File: config.mk
export PLATFORM = sky130hd
export DESIGN_NAME = pdbc_byte_counter
export DESIGN_NICKNAME = d
export VERILOG_FILES = /design/src/core/pdbc_pkg.sv /design/src/core/pdbc_byte_counter.sv /design/src/core/pdbc_down_counter.sv
export SDC_FILE = /design/constraint.sdc
export NUM_CORES = 1
export LEC_CHECK = 0
export ABC_AREA = 1
export BUFFER_PORTS_ARGS = -buffer_cell sky130_fd_sc_hd__buf_2
export CAP_MARGIN = 30
export CORE_ASPECT_RATIO = 2
export CORE_MARGIN = 2
export CORE_UTILIZATION = 35
export CTS_CLUSTER_DIAMETER = 100
export CTS_CLUSTER_SIZE = 14
export DETAILED_ROUTE_END_ITERATION = 8
export REMOVE_ABC_BUFFERS = 1
export SETUP_SLACK_MARGIN = 0.2
export SLEW_MARGIN = 5
export SYNTH_ARGS = -nofsm -noshare
export SYNTH_HDL_FRONTEND = slang
export SYNTH_SLANG_ARGS = --single-unit
File: constraint.sdc
create_clock -name clk -period 4.9 [get_ports clk]
set_clock_uncertainty 0.15 [all_clocks]
set_input_delay 0.98 -clock clk [delete_from_list [all_inputs] [get_ports clk]]
set_output_delay 0.98 -clock clk [all_outputs]
set_load 0.02 [all_outputs]
File: src/core/pdbc_pkg.sv
// Operation
// - F2 stores the next transfer byte count
// - F3 returns bytes still remaining, not programmed
// - one command code, then exactly two bytes
// - count is full sixteen bits, read/write
// - usb bus reset keeps count; device reset clears
// - working counter reloads from programmed count automatically
// - count end enable raises end of transfer
// - clearing dma enable freezes the remaining count
`default_nettype none

package pdbc_pkg;

  // ----------------------------------------
  // command codes and field layout
  // ----------------------------------------
  localparam int COUNT_WIDTH = 16;              // byte count field width
  localparam logic [7:0] CMD_WRITE_COUNT = 8'hF2; // load byte count
  localparam logic [7:0] CMD_READ_COUNT = 8'hF3;  // read remaining bytes
  localparam int LOW_BYTE_LSB = 0;              // first data byte position
  localparam int HIGH_BYTE_LSB = 8;             // second data byte position

  // ----------------------------------------
  // reset values
  // ----------------------------------------
  localparam logic [15:0] COUNT_RESET = 16'h0000; // programmed and working count
  localparam logic [7:0] BYTE_RESET = 8'h00;      // byte holding registers
  localparam logic [15:0] COUNT_ONE = 16'h0001;   // last byte of a transfer

  // ----------------------------------------
  // carried types
  // ----------------------------------------
  // one cycle of the microprocessor command/data port
  typedef struct packed {
    logic cmdStrobe;   // command phase, data holds the code
    logic wrStrobe;    // data write phase
    logic rdStrobe;    // data read phase
    logic [7:0] data;  // code or write data
  } pdbc_host_req_t;

  // access sequencer states
  typedef enum logic [2:0] {
    SEQ_IDLE,
    SEQ_WR_LO,
    SEQ_WR_HI,
    SEQ_RD_LO,
    SEQ_RD_HI
  } pdbc_seq_t;

endpackage

`default_nettype wire

File: src/core/pdbc_byte_counter.sv
`default_nettype none

module pdbc_byte_counter (
  input wire logic clk,
  input wire logic arst_n,
  input wire pdbc_pkg::pdbc_host_req_t hostReq,
  output logic [7:0] rdData,
  output logic rdValid,
  input wire logic dmaEnableBit,
  input wire logic countEndEnable,
  input wire logic byteMoved,
  output logic [15:0] remainingCount,
  output logic transferActive,
  output logic endOfTransfer
);
  import pdbc_pkg::*;

  // ----------------------------------------
  // access sequencer state
  // ----------------------------------------
  pdbc_seq_t stateReg;               // where in a two byte access we are
  pdbc_seq_t stateNext;
  logic [7:0] lowByteReg;            // first write byte, held until second
  logic [7:0] lowByteNext;
  logic [15:0] byteCountReg;         // programmed transfer length
  logic [15:0] byteCountNext;
  logic [15:0] snapReg;              // remaining count frozen at read command
  logic [15:0] snapNext;
  logic [7:0] rdDataReg;             // byte handed back to the processor
  logic [7:0] rdDataNext;
  logic rdValidReg;                  // one cycle read answer marker
  logic rdValidNext;

  // ----------------------------------------
  // transfer control state
  // ----------------------------------------
  logic activeReg;                   // a dma transfer is running
  logic activeNext;
  logic xferEndReg;                  // end of transfer pulse
  logic xferEndNext;
  logic enableDlyReg;                // enable one cycle ago, for edge detect
  logic [15:0] workCount;            // working down-counter value
  logic loadWork;                    // reload working counter
  logic decWork;                     // one byte moved this cycle
  logic lastByte;                    // this byte empties the counter

  // ----------------------------------------
  // command decode and byte pairing
  // ----------------------------------------
  // a new command always restarts the sequence, so a short access is
  // abandoned rather than mixed with the next one
  always_comb begin
    stateNext = stateReg;
    lowByteNext = lowByteReg;
    byteCountNext = byteCountReg;
    snapNext = snapReg;
    rdDataNext = rdDataReg;
    rdValidNext = 1'b0;
    if (hostReq.cmdStrobe) begin
      case (hostReq.data)
        CMD_WRITE_COUNT: begin
          stateNext = SEQ_WR_LO;
        end
        CMD_READ_COUNT: begin
          // snapshot so both bytes come from the same count
          snapNext = workCount;
          stateNext = SEQ_RD_LO;
        end
        default: begin
          // codes of other registers are not ours
          stateNext = SEQ_IDLE;
        end
      endcase
    end else begin
      case (stateReg)
        SEQ_WR_LO: begin
          if (hostReq.wrStrobe) begin
            lowByteNext = hostReq.data;
            stateNext = SEQ_WR_HI;
          end
        end
        SEQ_WR_HI: begin
          if (hostReq.wrStrobe) begin
            // commit only with the second byte: full field at once
            byteCountNext = {hostReq.data, lowByteReg};
            stateNext = SEQ_IDLE;
          end
        end
        SEQ_RD_LO: begin
          if (hostReq.rdStrobe) begin
            rdDataNext = snapReg[LOW_BYTE_LSB +: 8];
            rdValidNext = 1'b1;
            stateNext = SEQ_RD_HI;
          end
        end
        SEQ_RD_HI: begin
          if (hostReq.rdStrobe) begin
            rdDataNext = snapReg[HIGH_BYTE_LSB +: 8];
            rdValidNext = 1'b1;
            stateNext = SEQ_IDLE;
          end
        end
        default: begin
          // idle: stray strobes are ignored, a third byte included
          stateNext = SEQ_IDLE;
        end
      endcase
    end
  end

  // register only; no bus reset input exists, so the count
  // survives a usb bus reset and only arst_n clears it
  always_ff @(posedge clk or negedge arst_n) begin
    if (!arst_n) begin
      stateReg <= SEQ_IDLE;
      lowByteReg <= BYTE_RESET;
      byteCountReg <= COUNT_RESET;
      snapReg <= COUNT_RESET;
      rdDataReg <= BYTE_RESET;
      rdValidReg <= 1'b0;
    end else begin
      stateReg <= stateNext;
      lowByteReg <= lowByteNext;
      byteCountReg <= byteCountNext;
      snapReg <= snapNext;
      rdDataReg <= rdDataNext;
      rdValidReg <= rdValidNext;
    end
  end

  // ----------------------------------------
  // transfer control
  // ----------------------------------------
  // start of each transfer reloads, so software writes the length once
  assign loadWork = dmaEnableBit && !enableDlyReg;
  // enable gates directly: the count freezes the very cycle it drops
  assign decWork = activeReg && dmaEnableBit && byteMoved && !loadWork;
  assign lastByte = decWork && (workCount == COUNT_ONE);

  // next transfer state and end pulse
  always_comb begin
    activeNext = activeReg;
    xferEndNext = 1'b0;
    if (loadWork) begin
      activeNext = 1'b1;
    end else if (!dmaEnableBit) begin
      activeNext = 1'b0;
    end else if (lastByte && countEndEnable) begin
      // without count end the transfer just idles at zero
      activeNext = 1'b0;
      xferEndNext = 1'b1;
    end
  end

  // register only
  always_ff @(posedge clk or negedge arst_n) begin
    if (!arst_n) begin
      activeReg <= 1'b0;
      xferEndReg <= 1'b0;
      enableDlyReg <= 1'b0;
    end else begin
      activeReg <= activeNext;
      xferEndReg <= xferEndNext;
      enableDlyReg <= dmaEnableBit;
    end
  end

  // ----------------------------------------
  // working counter
  // ----------------------------------------
  pdbc_down_counter #(
    .WIDTH(COUNT_WIDTH)
  ) uWork (
    .clk(clk),
    .arst_n(arst_n),
    .load(loadWork),
    .loadValue(byteCountReg),
    .dec(decWork),
    .count(workCount)
  );

  // ----------------------------------------
  // outputs, all from flops
  // ----------------------------------------
  assign rdData = rdDataReg;
  assign rdValid = rdValidReg;
  assign remainingCount = workCount;
  assign transferActive = activeReg;
  assign endOfTransfer = xferEndReg;

  // ----------------------------------------
  // checks
  // ----------------------------------------
  property p_write_commit;
    @(posedge clk) disable iff (!arst_n)
    (stateReg == SEQ_WR_HI && hostReq.wrStrobe && !hostReq.cmdStrobe)
      |=> (byteCountReg == {$past(hostReq.data), $past(lowByteReg)});
  endproperty
  a_write_commit: assert property (p_write_commit) else $error("count write not committed");

  property p_read_snapshot;
    @(posedge clk) disable iff (!arst_n)
    (hostReq.cmdStrobe && hostReq.data == CMD_READ_COUNT) |=> (snapReg == $past(workCount));
  endproperty
  a_read_snapshot: assert property (p_read_snapshot) else $error("read snapshot wrong");

  property p_read_low;
    @(posedge clk) disable iff (!arst_n)
    (stateReg == SEQ_RD_LO && hostReq.rdStrobe && !hostReq.cmdStrobe)
      |=> (rdValid && rdData == $past(snapReg[7:0]));
  endproperty
  a_read_low: assert property (p_read_low) else $error("low read byte wrong");

  property p_two_bytes;
    @(posedge clk) disable iff (!arst_n)
    (hostReq.cmdStrobe && hostReq.data == CMD_WRITE_COUNT)
      ##1 (!hostReq.cmdStrobe && hostReq.wrStrobe) |=> (stateReg == SEQ_WR_HI);
  endproperty
  a_two_bytes: assert property (p_two_bytes) else $error("second byte not awaited");

  property p_read_high;
    @(posedge clk) disable iff (!arst_n)
    (stateReg == SEQ_RD_HI && hostReq.rdStrobe && !hostReq.cmdStrobe)
      |=> (rdValid && rdData == $past(snapReg[15:8]) && stateReg == SEQ_IDLE);
  endproperty
  a_read_high: assert property (p_read_high) else $error("high read byte wrong");

  property p_reload;
    @(posedge clk) disable iff (!arst_n)
    $rose(dmaEnableBit) |=> (workCount == $past(byteCountReg) && transferActive);
  endproperty
  a_reload: assert property (p_reload) else $error("working counter not reloaded");

  property p_xfer_end;
    @(posedge clk) disable iff (!arst_n)
    (activeReg && dmaEnableBit && byteMoved && countEndEnable && !loadWork && workCount == COUNT_ONE)
      |=> (endOfTransfer && workCount == COUNT_RESET) ##1 !endOfTransfer;
  endproperty
  a_xfer_end: assert property (p_xfer_end) else $error("end of transfer missing");

  property p_freeze;
    @(posedge clk) disable iff (!arst_n)
    (!dmaEnableBit) [*2] |-> $stable(workCount) && !transferActive;
  endproperty
  a_freeze: assert property (p_freeze) else $error("count moved while disabled");

  property p_decrement;
    @(posedge clk) disable iff (!arst_n)
    (activeReg && dmaEnableBit && byteMoved && !loadWork && workCount != COUNT_RESET)
      |=> (workCount == 16'($past(workCount) - COUNT_ONE));
  endproperty
  a_decrement: assert property (p_decrement) else $error("counter did not decrement");

endmodule

`default_nettype wire

File: src/core/pdbc_down_counter.sv
`default_nettype none

module pdbc_down_counter #(
  parameter int WIDTH = 16
) (
  input wire logic clk,
  input wire logic arst_n,
  input wire logic load,
  input wire logic [WIDTH-1:0] loadValue,
  input wire logic dec,
  output var logic [WIDTH-1:0] count
);

  // ----------------------------------------
  // working counter
  // ----------------------------------------
  logic [WIDTH-1:0] countReg;   // remaining bytes
  logic [WIDTH-1:0] countNext;  // next remaining bytes

  // load beats decrement so a fresh transfer starts clean
  always_comb begin
    countNext = countReg;
    if (load) begin
      countNext = loadValue;
    end else if (dec && (countReg != '0)) begin
      // saturates at zero, never wraps
      countNext = countReg - WIDTH'(1);
    end
  end

  // register only
  always_ff @(posedge clk or negedge arst_n) begin
    if (!arst_n) begin
      countReg <= '0;
    end else begin
      countReg <= countNext;
    end
  end

  assign count = countReg;

endmodule

`default_nettype wire

==> qor.csv <==
stage,metric,value,unit
logic_synthesis,synthMuxAreaShare,0.0477,
cts,clock_sinks,71,
setup_path,worstSetupEndpointType,flop,
setup_path,path_max_fanout,29,
hold_path,hold_path.class,flop to flop,
cts,cts_resized,0,
placement,place_hpwl,6210,um
final_layout,fin_util,0.429,
setup_path,required,4.95,ns
cts,post_cts_buffers,0,
cts,clk_path_buf_depth,2,
floorplanning,die_area,0.0108,mm2
placement,port_buffers,42,
routing,vias,2752,
cts,cts_hold_buf,0,
floorplanning,die_w,74.6,um
logic_synthesis,ys_seq_area_frac,0.509,
power_and_ir_drop,p_per_area,407,mW/mm2
logic_synthesis,synth_fa_ha_area_frac,0.00717,
logic_synthesis,yosys.area_share.xor_xnor,0.00502,
cts,cts_tree,built,
timing,finalSetupViolCount,0,
global_routing,grt_start_max_net_pins,38,
cts,htreeDepth,3,
logic_synthesis,ys_types,35,
logic_synthesis,synth_top_area_frac,0.509,
final_layout,fill_cells,1015,
logic_synthesis,ys_warn_count,0,
routing,route.detailed.drc,0,
final_layout,syn2layout_area_growth,19.1,%
global_routing,grt_usage,0.164,
logic_synthesis,ys_ff_latch,71,
logic_synthesis,synthFlopType,dfrtp_1,
setup_path,worstSetupStartpointType,input port,
floorplanning,rows,51,
floorplanning,core,0.00970,mm2
timing,tightest_slew,0.773,ns
outcome,run_status,completed,
routing,wl,7940,um
cts,clk_latency,0.33,ns
final_layout,diodes,0,
timing,fin_crit,2.26,ns
floorplanning,initial_utilization,0.360,
logic_synthesis,synthesis.area,0.00349,mm2
routing,ant_nets,0,
timing,rsz0062_at_grt,no,
logic_synthesis,netlist_instances,408,
routing,wl_per_cell,13.5,um
logic_synthesis,synth_edf_count,0,
timing,maxSlewViolCount,0,
timing,hold_viol,0,
routing,via_per_inst,4.68,
timing,fmax,443,MHz
floorplanning,num_io_pins,43,
timing,relSlewSlack,0.485,
cts,path_clk_slew,0.05,ns
cts,clock-root-buffer,clkbuf_16,
placement,place.gp.congestion,0.900,
logic_synthesis,syn_avg_cell_area,8.56,um2
routing,first_pass_iters,4,
logic_synthesis,yosysTopAreaCell,dfrtp_1,
logic_synthesis,synth-simple-area-share,0.278,
logic_synthesis,async_flop_share,1.00,
logic_synthesis,synth_top_family_by_area,simple AND/OR/NAND/NOR gates,
logic_synthesis,synth-compound-area-share,0.0910,
final_layout,nets,469,
global_routing,grt_pass1_vias,2738,
power_and_ir_drop,leakagePower,2.20,nW
floorplanning,die_y,145,um
logic_synthesis,synthTopCellsByArea,"dfrtp_1, nand2_1, o21ai_0",
power_and_ir_drop,vdd_drop_max,161,uV
routing,drt_iter0_markers,232,
job,drv_cap,0,
timing,setup_tns,0,ns
final_layout,final_layout_size_suffix_gt1_frac,0.215,
global_routing,grt_overflow_total,0,
global_routing,grt_pass1_wl,13500,um
setup_path,path_class,input port to flop,
cts,cts_inserted_buffers,9,
global_routing,antenna_found_initial,0,
setup_path,worstPathArrival,2.31,ns
timing,fin_crit_sh,0.461,
registers in the layout, indices dropped and copies added (netlist names):
name            count
lowByteReg          8
rdValid             1
uWork.count        16
enableDlyReg        1
transferActive      1
snapReg            16
rdData              8
stateReg            3
endOfTransfer       1
byteCountReg       16
cells in the mapped netlist, types with 2 or more instances:
library cell    n
nor3_2          3
clkbuf_1        2
nor2_4          5
inv_2           2
a21oi_1         4
o21ai_1        12
nand2_1       119
nand2_2         6
mux2i_1         8
or2_2           2
o21ai_0        36
nor2_1         32
o21ai_2         4
inv_1          35
dfrtp_1        71
nand3_2         2
buf_2           5
mux2_2          5
nand3_1        32
mux2_4          2
ha_1            2
buf_6           3
nand2_4         4
final timing paths:
path	startpoint	end	slack, ns	cells past startpoint
max	hostReq[7]	snapReg[5]	2.64	7
min	rdData[2]	rdData[2]	0.33	2
max reg2reg	uWork.count[0]	uWork.count[7]	2.80	9
min reg2reg	rdData[2]	rdData[2]	0.33	2
max in group asynchronous	arst_n	lowByteReg[2]	3.05	2
min in group asynchronous	arst_n	stateReg[2]	0.57	1
metrics by stage:
| stage | area (um2) | power [mW] | hold WS (ns) | setup slack, ns | cells |
|---|---|---|---|---|---|
| global route | 4160 | 1.78 | 0.346 | 2.50 | 588 |
| detailed placement | 3810 | 0.961 | 0.318 | 2.19 | 572 |
| floorplan | 3410 | 0.863 | 0.296 | 2.51 | 396 |
| finish | 4160 | 1.69 | 0.326 | 2.64 | 588 |
| global placement | 3800 | 0.957 | 0.310 | 1.62 | 571 |
| CTS | 4160 | 1.72 | 0.331 | 2.54 | 588 |
worst max-delay path, stage by stage:
cell and delay, ns:
buf_2 0.07, inv_1 0.05, nor3_1 0.47, nand3_1 0.33
buf_8 0.26, nand2_1 0.06, o21ai_0 0.08
report_power, final:
part	internal, mW	switching [mW]	total, mW
sequential	0.616	0.0438	0.660
clock	0.509	0.238	0.747
combinational	0.0926	0.194	0.287
total	1.22	0.476	1.69
area by class of cell:
| cell class | count | area (um2) | area share |
|---|---|---|---|
| Inverter | 37 | 139 | 0.0334 |
| Tap cell | 132 | 165 | 0.0397 |
| Clock buffer | 10 | 239 | 0.0575 |
| Multi-Input combinational cell | 288 | 1500 | 0.360 |
| Sequential cell | 71 | 1780 | 0.427 |
| Timing Repair Buffer | 44 | 233 | 0.0560 |
| Clock inverter | 6 | 108 | 0.0259 |
metal layers:
layer / part of all wire / wire length [um] / GRT usage
met1: 0.38 / 3050 / 0.184
met2: 0.55 / 4370 / 0.284
met3: 0.038 / 299 / 0.0375
met4: 0.028 / 225 / 0.0750
met5: 0 / 0 / 0
cell families after synthesis:
| kind of cell | Yosys count |
|---|---|
| simple gates | 210 |
| flops | 71 |
| compound gates | 59 |
| buf+inv | 49 |
| mux | 15 |
| xor+xnor | 2 |
| fa+ha+maj | 2 |
cell usage in the layout, fill, tap and decap left out, drive strengths merged, types with 7 or more instances in the layout:
master / instances
mux2i: 8
inv: 37
nand2: 129
nor2: 39
nand3: 34
dfrtp: 71
buf: 44
o21ai: 52
clkbuf: 10
mux2: 7
No activity file was read; power rests on OpenSTA's default activity.
